## src/srls_pkg.sv

```systemverilog
// Constants, types and pin bundles for the flash read latency host
package srls_pkg;
    // Read opcodes, 3-byte and 4-byte address forms
    localparam logic [7:0] OPC_READ3 = 8'h03;
    localparam logic [7:0] OPC_READ4 = 8'h13;
    localparam logic [7:0] OPC_FAST3 = 8'h0b;
    localparam logic [7:0] OPC_FAST4 = 8'h0c;
    localparam logic [7:0] OPC_DOUT3 = 8'h3b;
    localparam logic [7:0] OPC_DOUT4 = 8'h3c;
    localparam logic [7:0] OPC_QOUT3 = 8'h6b;
    localparam logic [7:0] OPC_QOUT4 = 8'h6c;
    localparam logic [7:0] OPC_DIO3 = 8'hbb;
    localparam logic [7:0] OPC_DIO4 = 8'hbc;
    localparam logic [7:0] OPC_QIO3 = 8'heb;
    localparam logic [7:0] OPC_QIO4 = 8'hec;
    // Cycle count marking an unsupported command
    localparam logic [7:0] CYC_NONE = 8'hff;
    // Latency codes per clock band
    localparam logic [1:0] LC_50 = 2'h3;
    localparam logic [1:0] LC_80 = 2'h0;
    localparam logic [1:0] LC_90 = 2'h1;
    localparam logic [1:0] LC_104 = 2'h2;
    localparam logic [1:0] LC_133 = 2'h2;
    // Address widths in bits, bits per byte
    localparam logic [5:0] ADDR_BITS3 = 6'h18;
    localparam logic [5:0] ADDR_BITS4 = 6'h20;
    localparam logic [3:0] BYTE_BITS = 4'h8;
    // Serial clock half period in ref_clk cycles
    localparam int SCK_HALF_DEF = 2;
    // Output enables, active low; all high means released
    localparam logic [3:0] OEN_NONE = 4'hf;

    typedef enum logic [2:0] {
        K_NORMAL, K_FAST, K_DUALOUT, K_QUADOUT, K_DUALIO, K_QUADIO
    } srls_kind_e;
    typedef enum logic [2:0] {
        BAND_50, BAND_80, BAND_90, BAND_104, BAND_133
    } srls_band_e;
    typedef enum logic [2:0] {
        S_IDLE = 3'b000, S_CMD = 3'b001, S_ADDR = 3'b011, S_MODE = 3'b010,
        S_DUMMY = 3'b110, S_DATA = 3'b111, S_END = 3'b101
    } srls_state_e;

    typedef struct packed {
        logic [7:0] modeCyc;
        logic [7:0] latCyc;
    } srls_cyc_s;
    typedef struct packed {
        srls_kind_e kind;
        logic addr4;
        logic [31:0] addr;
    } srls_req_s;
    typedef struct packed {
        logic sck;
        logic csN;
        logic [3:0] ioOut;
        logic [3:0] ioOeN;
    } srls_pins_s;
    typedef struct packed {
        srls_state_e st;
        logic sck;
        logic csN;
        logic [7:0] div;
        logic [7:0] cnt;
        logic [7:0] falls;
        logic [31:0] sh;
        logic [2:0] wid;
        logic [2:0] dataW;
        srls_cyc_s cyc;
        logic [7:0] rd;
        logic [7:0] rdData;
        logic done;
        logic refused;
        logic [3:0] sync1;
        logic [3:0] sync2;
    } srls_st_s;

    localparam srls_st_s ST_RST = '{st: S_IDLE, sck: 1'b0, csN: 1'b1,
        div: 8'h00, cnt: 8'h00, falls: 8'h00, sh: 32'h0000_0000,
        wid: 3'h1, dataW: 3'h1, cyc: 16'h0000, rd: 8'h00, rdData: 8'h00,
        done: 1'b0, refused: 1'b0, sync1: 4'h0, sync2: 4'h0};
endpackage

```

## src/srls_host.sv

```systemverilog
// Host that issues single-data-rate flash reads with per-band cycle counts
//
// Behaviour
// - Quad-output read opcode is 6Bh with 3-byte, 6Ch with 4-byte address.
// - Dual-I/O read opcode is BBh with 3-byte, BCh with 4-byte address.
// - Quad-I/O read opcode is EBh with 3-byte, ECh with 4-byte address.
// - Count FFh means unsupported; such a command is never issued.
// - 50 MHz, code 11b: normal, fast, dual and quad out use 0/0.
// - 50 MHz band: dual-I/O 4 mode 0 latency, quad-I/O 2 mode 1 latency.
// - 80 MHz, code 00b: normal unsupported; fast, dual, quad out 0/8.
// - 80 MHz band: dual-I/O 4 mode 0 latency, quad-I/O 2 mode 4 latency.
// - 90 MHz, code 01b: normal unsupported; fast, dual, quad out 0/8.
// - 90 MHz band: dual-I/O 4 mode 1 latency, quad-I/O 2 mode 4.
// - 104 MHz, code 10b: normal unsupported; fast 0/8; dual out 0 mode.
// - 104 MHz: dual, quad out 8 latency; dual-I/O 4/2; quad-I/O 2/5.
// - 133 MHz, code 10b: only fast read, 0 mode 8 latency cycles.
`timescale 1ns/1ps
module srls_host
    import srls_pkg::*;
#(
    parameter int SCK_HALF = SCK_HALF_DEF
) (
    input wire logic ref_clk,
    input wire logic rst,
    input wire logic start,
    input wire srls_req_s req,
    input wire srls_band_e band,
    output logic [1:0] latencyCode,
    output logic busy,
    output logic done,
    output logic refused,
    output logic [7:0] rdData,
    output srls_pins_s pins,
    input wire logic [3:0] ioIn
);
    srls_st_s s;
    srls_st_s n;
    srls_cyc_s cyc;
    logic [7:0] opc;
    logic [2:0] addrW;
    logic [2:0] dataW;
    logic unsup;
    logic tick;
    logic fall;

    // Cycle table per band and read kind
    always_comb begin
        cyc = '{modeCyc: CYC_NONE, latCyc: CYC_NONE};
        case (band)
            BAND_50: begin
                latencyCode = LC_50;
                if (req.kind == K_DUALIO) cyc = '{8'h04, 8'h00};
                else if (req.kind == K_QUADIO) cyc = '{8'h02, 8'h01};
                else cyc = '{8'h00, 8'h00};
            end
            BAND_80: begin
                latencyCode = LC_80;
                if (req.kind == K_DUALIO) cyc = '{8'h04, 8'h00};
                else if (req.kind == K_QUADIO) cyc = '{8'h02, 8'h04};
                else if (req.kind != K_NORMAL) cyc = '{8'h00, 8'h08};
            end
            BAND_90: begin
                latencyCode = LC_90;
                if (req.kind == K_DUALIO) cyc = '{8'h04, 8'h01};
                else if (req.kind == K_QUADIO) cyc = '{8'h02, 8'h04};
                else if (req.kind != K_NORMAL) cyc = '{8'h00, 8'h08};
            end
            BAND_104: begin
                latencyCode = LC_104;
                if (req.kind == K_DUALIO) cyc = '{8'h04, 8'h02};
                else if (req.kind == K_QUADIO) cyc = '{8'h02, 8'h05};
                else if (req.kind != K_NORMAL) cyc = '{8'h00, 8'h08};
            end
            BAND_133: begin
                latencyCode = LC_133;
                if (req.kind == K_FAST) cyc = '{8'h00, 8'h08};
            end
            default: latencyCode = LC_50;
        endcase
    end

    // Opcode and line widths per kind
    always_comb begin
        case (req.kind)
            K_NORMAL: opc = req.addr4 ? OPC_READ4 : OPC_READ3;
            K_FAST: opc = req.addr4 ? OPC_FAST4 : OPC_FAST3;
            K_DUALOUT: opc = req.addr4 ? OPC_DOUT4 : OPC_DOUT3;
            K_QUADOUT: opc = req.addr4 ? OPC_QOUT4 : OPC_QOUT3;
            K_DUALIO: opc = req.addr4 ? OPC_DIO4 : OPC_DIO3;
            K_QUADIO: opc = req.addr4 ? OPC_QIO4 : OPC_QIO3;
            default: opc = OPC_READ3;
        endcase
        addrW = (req.kind == K_DUALIO) ? 3'h2 :
                (req.kind == K_QUADIO) ? 3'h4 : 3'h1;
        dataW = (req.kind == K_DUALOUT || req.kind == K_DUALIO) ? 3'h2 :
                (req.kind == K_QUADOUT || req.kind == K_QUADIO) ? 3'h4 : 3'h1;
        unsup = (cyc.modeCyc == CYC_NONE) || (cyc.latCyc == CYC_NONE);
    end

    // Pick the phase after address or mode; zero-length phases are skipped
    function automatic srls_st_s nextPhase(srls_st_s x, logic fromMode);
        srls_st_s y;
        y = x;
        y.falls = 8'h00;
        y.sh = 32'h0000_0000; // Mode bits all zero, no continuous read
        if (!fromMode && x.cyc.modeCyc != 8'h00) begin
            y.st = S_MODE;
            y.cnt = x.cyc.modeCyc - 8'h01;
        end else if (x.cyc.latCyc != 8'h00) begin
            y.st = S_DUMMY;
            y.cnt = x.cyc.latCyc - 8'h01;
        end else begin
            y.st = S_DATA;
            y.cnt = 8'(BYTE_BITS / x.dataW) - 8'h01;
        end
        return y;
    endfunction

    // Serial clock divider edges
    assign tick = (s.div == 8'(SCK_HALF - 1));
    assign fall = tick && s.sck;

    // Next state: one sequencer walks opcode, address, mode, dummy, data
    always_comb begin
        n = s;
        n.done = 1'b0;
        n.refused = 1'b0;
        n.sync1 = ioIn;
        n.sync2 = s.sync1;
        if (s.st != S_IDLE && s.st != S_END) begin
            n.div = tick ? 8'h00 : s.div + 8'h01;
            if (tick) n.sck = ~s.sck;
            if (fall) n.falls = s.falls + 8'h01;
        end
        case (s.st)
            S_IDLE: begin
                if (start && unsup) begin
                    n.refused = 1'b1;
                end else if (start) begin
                    n.st = S_CMD;
                    n.csN = 1'b0;
                    n.div = 8'h00;
                    n.sck = 1'b0;
                    n.sh = {opc, 24'h00_0000};
                    n.wid = 3'h1;
                    n.cnt = 8'(BYTE_BITS) - 8'h01;
                    n.cyc = cyc;
                    n.dataW = dataW;
                    n.falls = 8'h00;
                end
            end
            S_CMD: if (fall) begin
                if (s.cnt != 8'h00) begin
                    n.sh = s.sh << s.wid;
                    n.cnt = s.cnt - 8'h01;
                end else begin
                    n.st = S_ADDR;
                    n.falls = 8'h00;
                    n.wid = addrW;
                    n.sh = req.addr4 ? req.addr : {req.addr[23:0], 8'h00};
                    n.cnt = 8'((req.addr4 ? ADDR_BITS4 : ADDR_BITS3) / addrW)
                            - 8'h01;
                end
            end
            S_ADDR: if (fall) begin
                if (s.cnt != 8'h00) begin
                    n.sh = s.sh << s.wid;
                    n.cnt = s.cnt - 8'h01;
                end else begin
                    n = nextPhase(n, 1'b0);
                end
            end
            S_MODE, S_DUMMY: if (fall) begin
                if (s.cnt != 8'h00) n.cnt = s.cnt - 8'h01;
                else if (s.st == S_MODE) n = nextPhase(n, 1'b1);
                else begin
                    n.st = S_DATA;
                    n.falls = 8'h00;
                    n.cnt = 8'(BYTE_BITS / s.dataW) - 8'h01;
                end
            end
            S_DATA: if (fall) begin
                // Sampled late in the high phase through the synchroniser
                case (s.dataW)
                    3'h4: n.rd = {s.rd[3:0], s.sync2};
                    3'h2: n.rd = {s.rd[5:0], s.sync2[1:0]};
                    default: n.rd = {s.rd[6:0], s.sync2[1]};
                endcase
                n.cnt = s.cnt - 8'h01;
                if (s.cnt == 8'h00) begin
                    n.st = S_END;
                    n.csN = 1'b1;
                    n.done = 1'b1;
                    n.rdData = n.rd;
                end
            end
            S_END: n.st = S_IDLE; // Guarantees one idle cycle of chip select
            default: n = ST_RST;
        endcase
    end

    // State register
    always_ff @(posedge ref_clk) begin
        if (rst) s <= ST_RST;
        else s <= n;
    end

    // Pins: drive only the lines in use during opcode, address and mode
    always_comb begin
        pins.sck = s.sck;
        pins.csN = s.csN;
        pins.ioOut = 4'h0;
        pins.ioOeN = OEN_NONE;
        if (s.st == S_CMD || s.st == S_ADDR || s.st == S_MODE) begin
            case (s.wid)
                3'h4: begin
                    pins.ioOut = s.sh[31:28];
                    pins.ioOeN = 4'h0;
                end
                3'h2: begin
                    pins.ioOut = {2'h0, s.sh[31:30]};
                    pins.ioOeN = 4'hc;
                end
                default: begin
                    pins.ioOut = {3'h0, s.sh[31]};
                    pins.ioOeN = 4'he;
                end
            endcase
        end
    end

    assign busy = (s.st != S_IDLE);
    assign done = s.done;
    assign refused = s.refused;
    assign rdData = s.rdData;
endmodule

```

## config.mk

```make
export PLATFORM = sky130hd
export DESIGN_NAME = srls_host
export DESIGN_NICKNAME = d
export VERILOG_FILES = /design/src/srls_pkg.sv /design/src/srls_host.sv
export SDC_FILE = /design/constraint.sdc
export NUM_CORES = 1
export LEC_CHECK = 0
export ABC_AREA = 1
export ABC_CLOCK_PERIOD_IN_PS = 15200
export BUFFER_PORTS_ARGS = -buffer_cell sky130_fd_sc_hd__buf_4
export CAP_MARGIN = 15
export CORE_AREA = 3 3 143 145
export CTS_BUF_LIST = sky130_fd_sc_hd__clkbuf_2 sky130_fd_sc_hd__clkbuf_4 sky130_fd_sc_hd__clkbuf_8
export DETAILED_ROUTE_END_ITERATION = 12
export DIE_AREA = 0 0 146 148
export HOLD_SLACK_MARGIN = 0.08
export PLACE_DENSITY = 0.66
export SLEW_MARGIN = 20
export SYNTH_ARGS = -nofsm -noshare
export SYNTH_HDL_FRONTEND = slang
export SYNTH_SLANG_ARGS = --single-unit
```

## constraint.sdc

```tcl
create_clock -name ref_clk -period 15.2 [get_ports ref_clk]
set_clock_uncertainty 0.1 [all_clocks]
set_input_delay 3.04 -clock ref_clk [delete_from_list [all_inputs] [get_ports ref_clk]]
set_output_delay 3.04 -clock ref_clk [all_outputs]
set_load 0.02 [all_outputs]
```

==> reports/results.tsv, run 1 <==
stage	metric	value	unit
status	outcome	completed	
setup_path	Worst path most repeated cell	inv_1	
yosys	Seq/Total Area, Yosys	21.13	%
clock_tree	CTS max path bufs	2	
sta	Slew @ Worst Pin	0.9667	ns
min_path	hold crit path type	register to register	
place	GP Congestion	0.9129	
final_layout	# nets final	1559	
routing	remaining antenna violation count	0	
final_layout	share of cells above drive strength 1	11.85	%
setup_path	CP Capture Type	register	
routing	Post-Route WL	25250	um
yosys	mux cell area share after synthesis	0.2322	%
routing	via count	9271	
yosys	area leader, netlist	dfxtp_1	
grt	pin count of the biggest net entering global routing	65	
yosys	XOR/XNOR Fraction of Synth Area	2.234	%
yosys	compound-gate portion of the synthesized area	19.91	%
sta	Min Hold Slack	0.3173	ns
final_layout	final core occ	48.84	%
power	Leakage	4.361	nW
floorplanning	total I/O pin count	69	
grt	first-pass GRT wire length	41410	um
sta	Rel. slew slack	35.48	%
min_path	Hold Path Origin	s[5]$_SDFF_PP0_	
sta	count of pins over their slew limit	0	
yosys	fraction of registers with async set/reset	0	%
routing	first drt pass iteration count	6	
routing	Routed wire per std cell	14.49	um
setup_path	r2r startpoint	s[42]$_SDFFE_PP1P_	
floorplanning	Die Height	148	um
yosys	top cells by area, synth	dfxtp_1 (21%), nand2_1 (18%), inv_1 (7.7%), nor2_1 (6.7%), o21ai_0 (6.0%)	
clock_tree	CTS resizes	0	
place	pre-CTS WS	3.131	ns
yosys	post-synth top area share	21.13	%
grt	total global routing overflow	0	
clock_tree	H-tree Lvls	3	
clock_tree	CTS tree	yes	
setup_path	Critical Path Start	req[32]	
grt	number of global-route vias before repair	8366	
clock_tree	CTS sink cnt	91	
sta	unrepaired setup endpoints after global routing	false	
floorplanning	Die Width	146	um
setup_path	CP required	15.35	ns
sta	Final Worst Setup Slack	3.406	ns
flow_run	maxcap violations	0	
yosys	largest family of logic cells by synthesized area	simple AND/OR/NAND/NOR gates	
floorplanning	core area	19330	sq um
sta	Final Hold Fails	0	
yosys	Synth top cells by count	nand2_1 (414), inv_1 (176), nor2_1 (154), o21ai_0 (104), a21oi_1 (94)	
place	IO buf count	68	
grt	initial antenna violation count	0	
final_layout	synthesis-to-finish area growth	9.504	%
power	Worst VDD drop	0.0001988	V
clock_tree	clk_lat worst skew	0.40	ns
yosys	FF+latch count, synth	91	
setup_path	CP max stage cell	a21boi_0	
clock_tree	CTS root buf	clkbuf_8	
grt	gr usage total	22.82	%
yosys	main flop type after synthesis	dfxtp_1	
sta	Peak Freq	84.79	MHz
setup_path	kind of critical path	input pin to register	
floorplanning	# rows	51	
yosys	mapped cell area	8623	sq um
clock_tree	Num CTS Buffers	9	
yosys	Synth Instances	1444	
setup_path	startpoint types	input pin	
clock_tree	post-CTS setup buffer count	0	
yosys	Mean Syn Cell Area	5.972	sq um
floorplanning	total die area	21610	sq um
yosys	simple-gate share of the synthesized area	38.71	%
sta	Period minus WS final	11.79	ns
routing	Initial DRC Count	815	
sta	Sum Neg Setup Slack	0	ns
power	PwrDens	229.2	nW/um^2
setup_path	max incr delay on CP	0.50	ns
setup_path	arrival time at the worst endpoint	11.94	ns
floorplanning	Starting Density	44.60	%
yosys	Distinct cells, synth	58	
clock_tree	Worst-path clk slew	0.11	ns
routing	routed vias/inst	5.322	
sta	final setup vio count	0	
sta	final period utilization	77.59	%
yosys	Post-synth EDFFs	0	
clock_tree	hold_buf cts	0	
final_layout	Antenna Cells	0	
setup_path	Critical Path Fanout Max	42	
routing	DRC	0	
place	Detail Placement HPWL	19030	um
yosys	yosys warns	0	
yosys	most numerous cell in the Yosys netlist	nand2_1	
yosys	post-synthesis adder-cell area fraction	5.949	%
[critical path, delay by kind of cell]
family / cells / cell delay, ns
AOI/OAI and AO/OA: 17 / 3.05
adders and majority gates: 7 / 2.14
and+or+nand+nor: 21 / 2.03
buffers and inverters: 12 / 1.64
[sequential cells by signal (all words and copies together) (netlist names)]
register / flops
s: 79
rdData: 8
pins: 2
done: 1
refused: 1
[area by class of cell]
| cell class | instances | area [sq um] |
|---|---|---|
| clock buffer | 9 | 123.9 |
| clock inverter | 7 | 81.33 |
| fill | 2063 | 9892 |
| inverter | 192 | 720.7 |
| multi-input combinational | 1102 | 5793 |
| sequential | 91 | 1822 |
| tap | 265 | 331.6 |
| timing repair buffer | 76 | 570.5 |
[cell usage in the layout (no fill, tap or decap), drive strengths merged, types with 8 or more instances in the layout]
cell and instances:
nand2 441, inv 193, nor2 173, o21ai 113
a21oi 94, dfxtp 91, nand3 84, buf 76
ha 41, nand4 17, xor2 14, a32o 12
o211ai 12, nor3 12, a31oi 11, clkbuf 9
xnor2 8, a211oi 8, o221ai 8
[final timing paths]
check                  endpoint  slack (ns)  cells past startpoint
max          s[92]$_SDFFE_PP0P_        3.41                     57
min             s[1]$_SDFF_PP0_        0.32                      2
min reg2reg     s[1]$_SDFF_PP0_        0.32                      2
max reg2reg  s[92]$_SDFFE_PP0P_        5.22                     53
[cells by family (layout without fill, tap and decap cells)]
logic type	after synthesis	count (layout)
muxes	2	2
AOI/OAI and AO/OA	291	291
adders and majority gates	41	41
and+or+nand+nor	744	744
xor gates and xnor gates	22	22
DFF	91	91
other	1	2
buffers and inverters	252	284
[power breakdown]
group | internal, mW | switching (mW) | total, mW
clock | 0.0657 | 0.109 | 0.175
combinational | 0.541 | 1.15 | 1.69
sequential | 0.266 | 0.0301 | 0.296
[metal layers]
metal	vias up	wire length [um]	track usage, %
met5	-	0	0
met4	0	761	8.184
met2	301	11080	36.45
li1	4764	-	-
met1	4159	12000	31.74
met3	47	1408	2.974
[stage by stage]
step	std cells	area [sq um]	total power, mW
after global routing	1742	9443	2.396
after global placement	1726	9238	1.959
final	1742	9443	2.164
after CTS	1742	9443	2.151
after floorplan	1445	8627	1.645
after detailed placement	1726	9238	1.968
(Power assumes the default switching activity.)
==> run 2, diff against run 1 <==
--- a/config.mk
+++ b/config.mk
@@ -6,7 +6,7 @@
 export NUM_CORES = 1
 export LEC_CHECK = 0
 export ABC_AREA = 1
-export ABC_CLOCK_PERIOD_IN_PS = 15200
+export ABC_CLOCK_PERIOD_IN_PS = 9900
 export BUFFER_PORTS_ARGS = -buffer_cell sky130_fd_sc_hd__buf_4
 export CAP_MARGIN = 15
 export CORE_AREA = 3 3 143 145
@@ -14,7 +14,7 @@
 export DETAILED_ROUTE_END_ITERATION = 12
 export DIE_AREA = 0 0 146 148
 export HOLD_SLACK_MARGIN = 0.08
-export PLACE_DENSITY = 0.66
+export PLACE_DENSITY = 0.68
 export SLEW_MARGIN = 20
 export SYNTH_ARGS = -nofsm -noshare
 export SYNTH_HDL_FRONTEND = slang
==> constraint.sdc (replaced) <==
create_clock -name ref_clk -period 9.9 [get_ports ref_clk]
set_clock_uncertainty 0.1 [all_clocks]
set_input_delay 1.98 -clock ref_clk [delete_from_list [all_inputs] [get_ports ref_clk]]
set_output_delay 1.98 -clock ref_clk [all_outputs]
set_load 0.02 [all_outputs]
==> run 2 against run 1 <==
Non-clock buffer count increased by 21; total power increased by 57%; register-to-register slack got worse by 4.3 ns; setup slack got worse by 2.7 ns; wire length increased by 0.16%; sequential cell count unchanged; global-route usage increased by 0.21 points; die area unchanged; hold slack got worse by 0.0038 ns; critical path type unchanged; highest routed layer unchanged.
==> reports/results.tsv, run 2 (synthesized netlist as in run 1, its figures left out) <==
stage	metric	value	unit	change
grt	pin count of the biggest net entering global routing	65		unchanged
floorplanning	core area	19330	sq um	unchanged
grt	total global routing overflow	0		unchanged
setup_path	Worst path most repeated cell	nand2_1		
power	Sw Pwr	1.998	mW	+55%
clock_tree	clk_lat worst skew	0.40	ns	about the same
clock_tree	CTS max path bufs	2		unchanged
clock_tree	H-tree Lvls	3		unchanged
clock_tree	Num CTS Buffers	9		unchanged
final_layout	commonest non-fill, non-tap cell in the layout	nand2_1		
sta	Final Hold Fails	0		unchanged
setup_path	CP max stage cell	ha_1		
power	PwrDens	350.8	nW/um^2	+53%
power	Final Power	3.400	mW	+57%
power	Leakage	4.471	nW	+2.5%
routing	Post-Route WL	25290	um	+0.16%
setup_path	Critical Path Start	req[34]		
place	placed cells	1738		+0.70%
sta	final setup vio count	0		unchanged
floorplanning	# rows	51		unchanged
setup_path	arrival time at the worst endpoint	9.33	ns	-2.61 ns
floorplanning	total die area	21610	sq um	unchanged
sta	Rel. slew slack	30.94	%	-4.5 points
flow_run	maxcap violations	0		unchanged
clock_tree	CTS tree	yes		
place	IO buf count	68		unchanged
final_layout	fin cells	1763		+1.2%
sta	Period minus WS final	9.174	ns	
floorplanning	total I/O pin count	69		unchanged
power	sequential power share	13.2	%	-0.5 points
setup_path	r2r startpoint	s[43]$_SDFFE_PP0P_		
routing	DRC	0		unchanged
routing	first drt pass iteration count	8		+2
routing	routed vias/inst	5.345		+0.43%
grt	first-pass GRT wire length	41600	um	+0.45%
final_layout	final instance area	9694	sq um	+2.7%
final_layout	final core occ	50.14	%	+1.3 points
routing	via count	9423		+1.6%
routing	Routed wire per std cell	14.34	um	-1.0%
sta	Slew @ Worst Pin	1.032	ns	+0.06538 ns
grt	number of global-route vias before repair	8555		+2.3%
setup_path	CP Capture Type	register		
floorplanning	Starting Density	44.60	%	unchanged
floorplanning	Die Width	146	um	unchanged
clock_tree	hold_buf cts	0		unchanged
place	placed inst area	9330	sq um	+1.0%
grt	initial antenna violation count	0		unchanged
power	Comb pwr share	78.9	%	+0.6 points
final_layout	# nets final	1580		+1.3%
final_layout	Biggest register	s		
final_layout	share of cells above drive strength 1	14.09	%	+2.2 points
routing	remaining antenna violation count	0		unchanged
power	Worst VDD drop	0.0001922	V	-3.3%
min_path	hold crit path type	register to register		
status	outcome	completed		
sta	Peak Freq	109.0	MHz	
sta	final period utilization	92.67	%	
setup_path	max incr delay on CP	0.32	ns	-0.18 ns
final_layout	Antenna Cells	0		unchanged
place	GP Congestion	0.9221		+1.0%
clock_tree	Worst-path clk slew	0.11	ns	about the same
min_path	Hold Path Origin	s[5]$_SDFF_PP0_		
routing	Initial DRC Count	837		+2.7%
setup_path	kind of critical path	input pin to register		
final_layout	most frequent cells in the layout	nand2_1 (414), inv_1 (175), nor2_1 (151)		
clock_tree	CTS root buf	clkbuf_8		
sta	count of pins over their slew limit	0		unchanged
power	clock power share	7.8	%	-0.3 points
clock_tree	CTS sink cnt	91		unchanged
power	Net Sw Frac	58.76	%	-0.93 points
setup_path	Critical Path Fanout Max	6		-86%
grt	gr usage total	23.03	%	+0.21 points
power	internal power	1.402	mW	+61%
final_layout	synthesis-to-finish area growth	12.42	%	
setup_path	CP required	10.05	ns	-5.30 ns
place	Detail Placement HPWL	19130	um	+0.51%
final_layout	max reg flops	79		unchanged
sta	Min Hold Slack	0.3135	ns	-0.003834 ns
floorplanning	Die Height	148	um	unchanged
setup_path	startpoint types	input pin		
[run 2: cell count changes in the layout (fill, tap and decap cells not counted), sizes merged]
cell / delta
buf: +21
[run 2: timing repair]
item / CTS / global route
endpoints found under the setup margin: 0 / 6
buffers inserted: 0 / 9
resized for setup: 0 / 24
[run 2: final timing paths]
kind,slack [ns],depth (start not counted),endpoint
worst max-delay path,0.73,63,s[92]$_SDFFE_PP0P_
worst max register to register,0.88,54,s[92]$_SDFFE_PP0P_
worst min-delay path,0.31,2,s[1]$_SDFF_PP0_
worst min register to register,0.31,2,s[1]$_SDFF_PP0_
[run 2: layer usage]
metal | up-vias | track usage, % | routed length (um)
met5 | - | 0 | 0
met4 | 0 | 7.291 | 556
met3 | 49 | 3.893 | 1663
met2 | 326 | 37.52 | 11420
met1 | 4248 | 31.26 | 11650
li1 | 4800 | - | -
[run 2: area by class of cell]
class                           count  area, sq um
Clock buffer                        9        123.9
Clock inverter                      7        81.33
Fill cell                        2042         9641
Inverter                          192        725.7
Multi-Input combinational cell   1102         5882
Sequential cell                    91         1822
Tap cell                          265        331.6
Timing Repair Buffer               97        728.2
[run 2: per-stage QoR]
step           setup TNS [ns]  setup WS, ns
2_1_floorplan               0        0.2496
3_3_place_gp                0        0.1420
3_5_place_dp          -0.4210       -0.2274
4_1_cts                     0        0.1753
5_1_grt              -0.05368      -0.03523
6_report                    0        0.7257
[run 2: worst max-delay path: cells and delay by family]
family	cells	cell delay [ns]
AOI/OAI and AO/OA	17	2.10
buffers and inverters	14	1.15
adders and majority gates	7	1.78
and+or+nand+nor	25	2.27
[run 2: power groups by stage]
| stage | Combinational [mW] | Clock (mW) | Sequential (mW) |
|---|---|---|---|
| after floorplan | 2.09 | 0 | 0.437 |
| after global placement | 2.57 | 0 | 0.457 |
| after detailed placement | 2.59 | 0 | 0.457 |
| after CTS | 2.61 | 0.272 | 0.449 |
| after global routing | 3.01 | 0.288 | 0.457 |
| final | 2.68 | 0.266 | 0.451 |
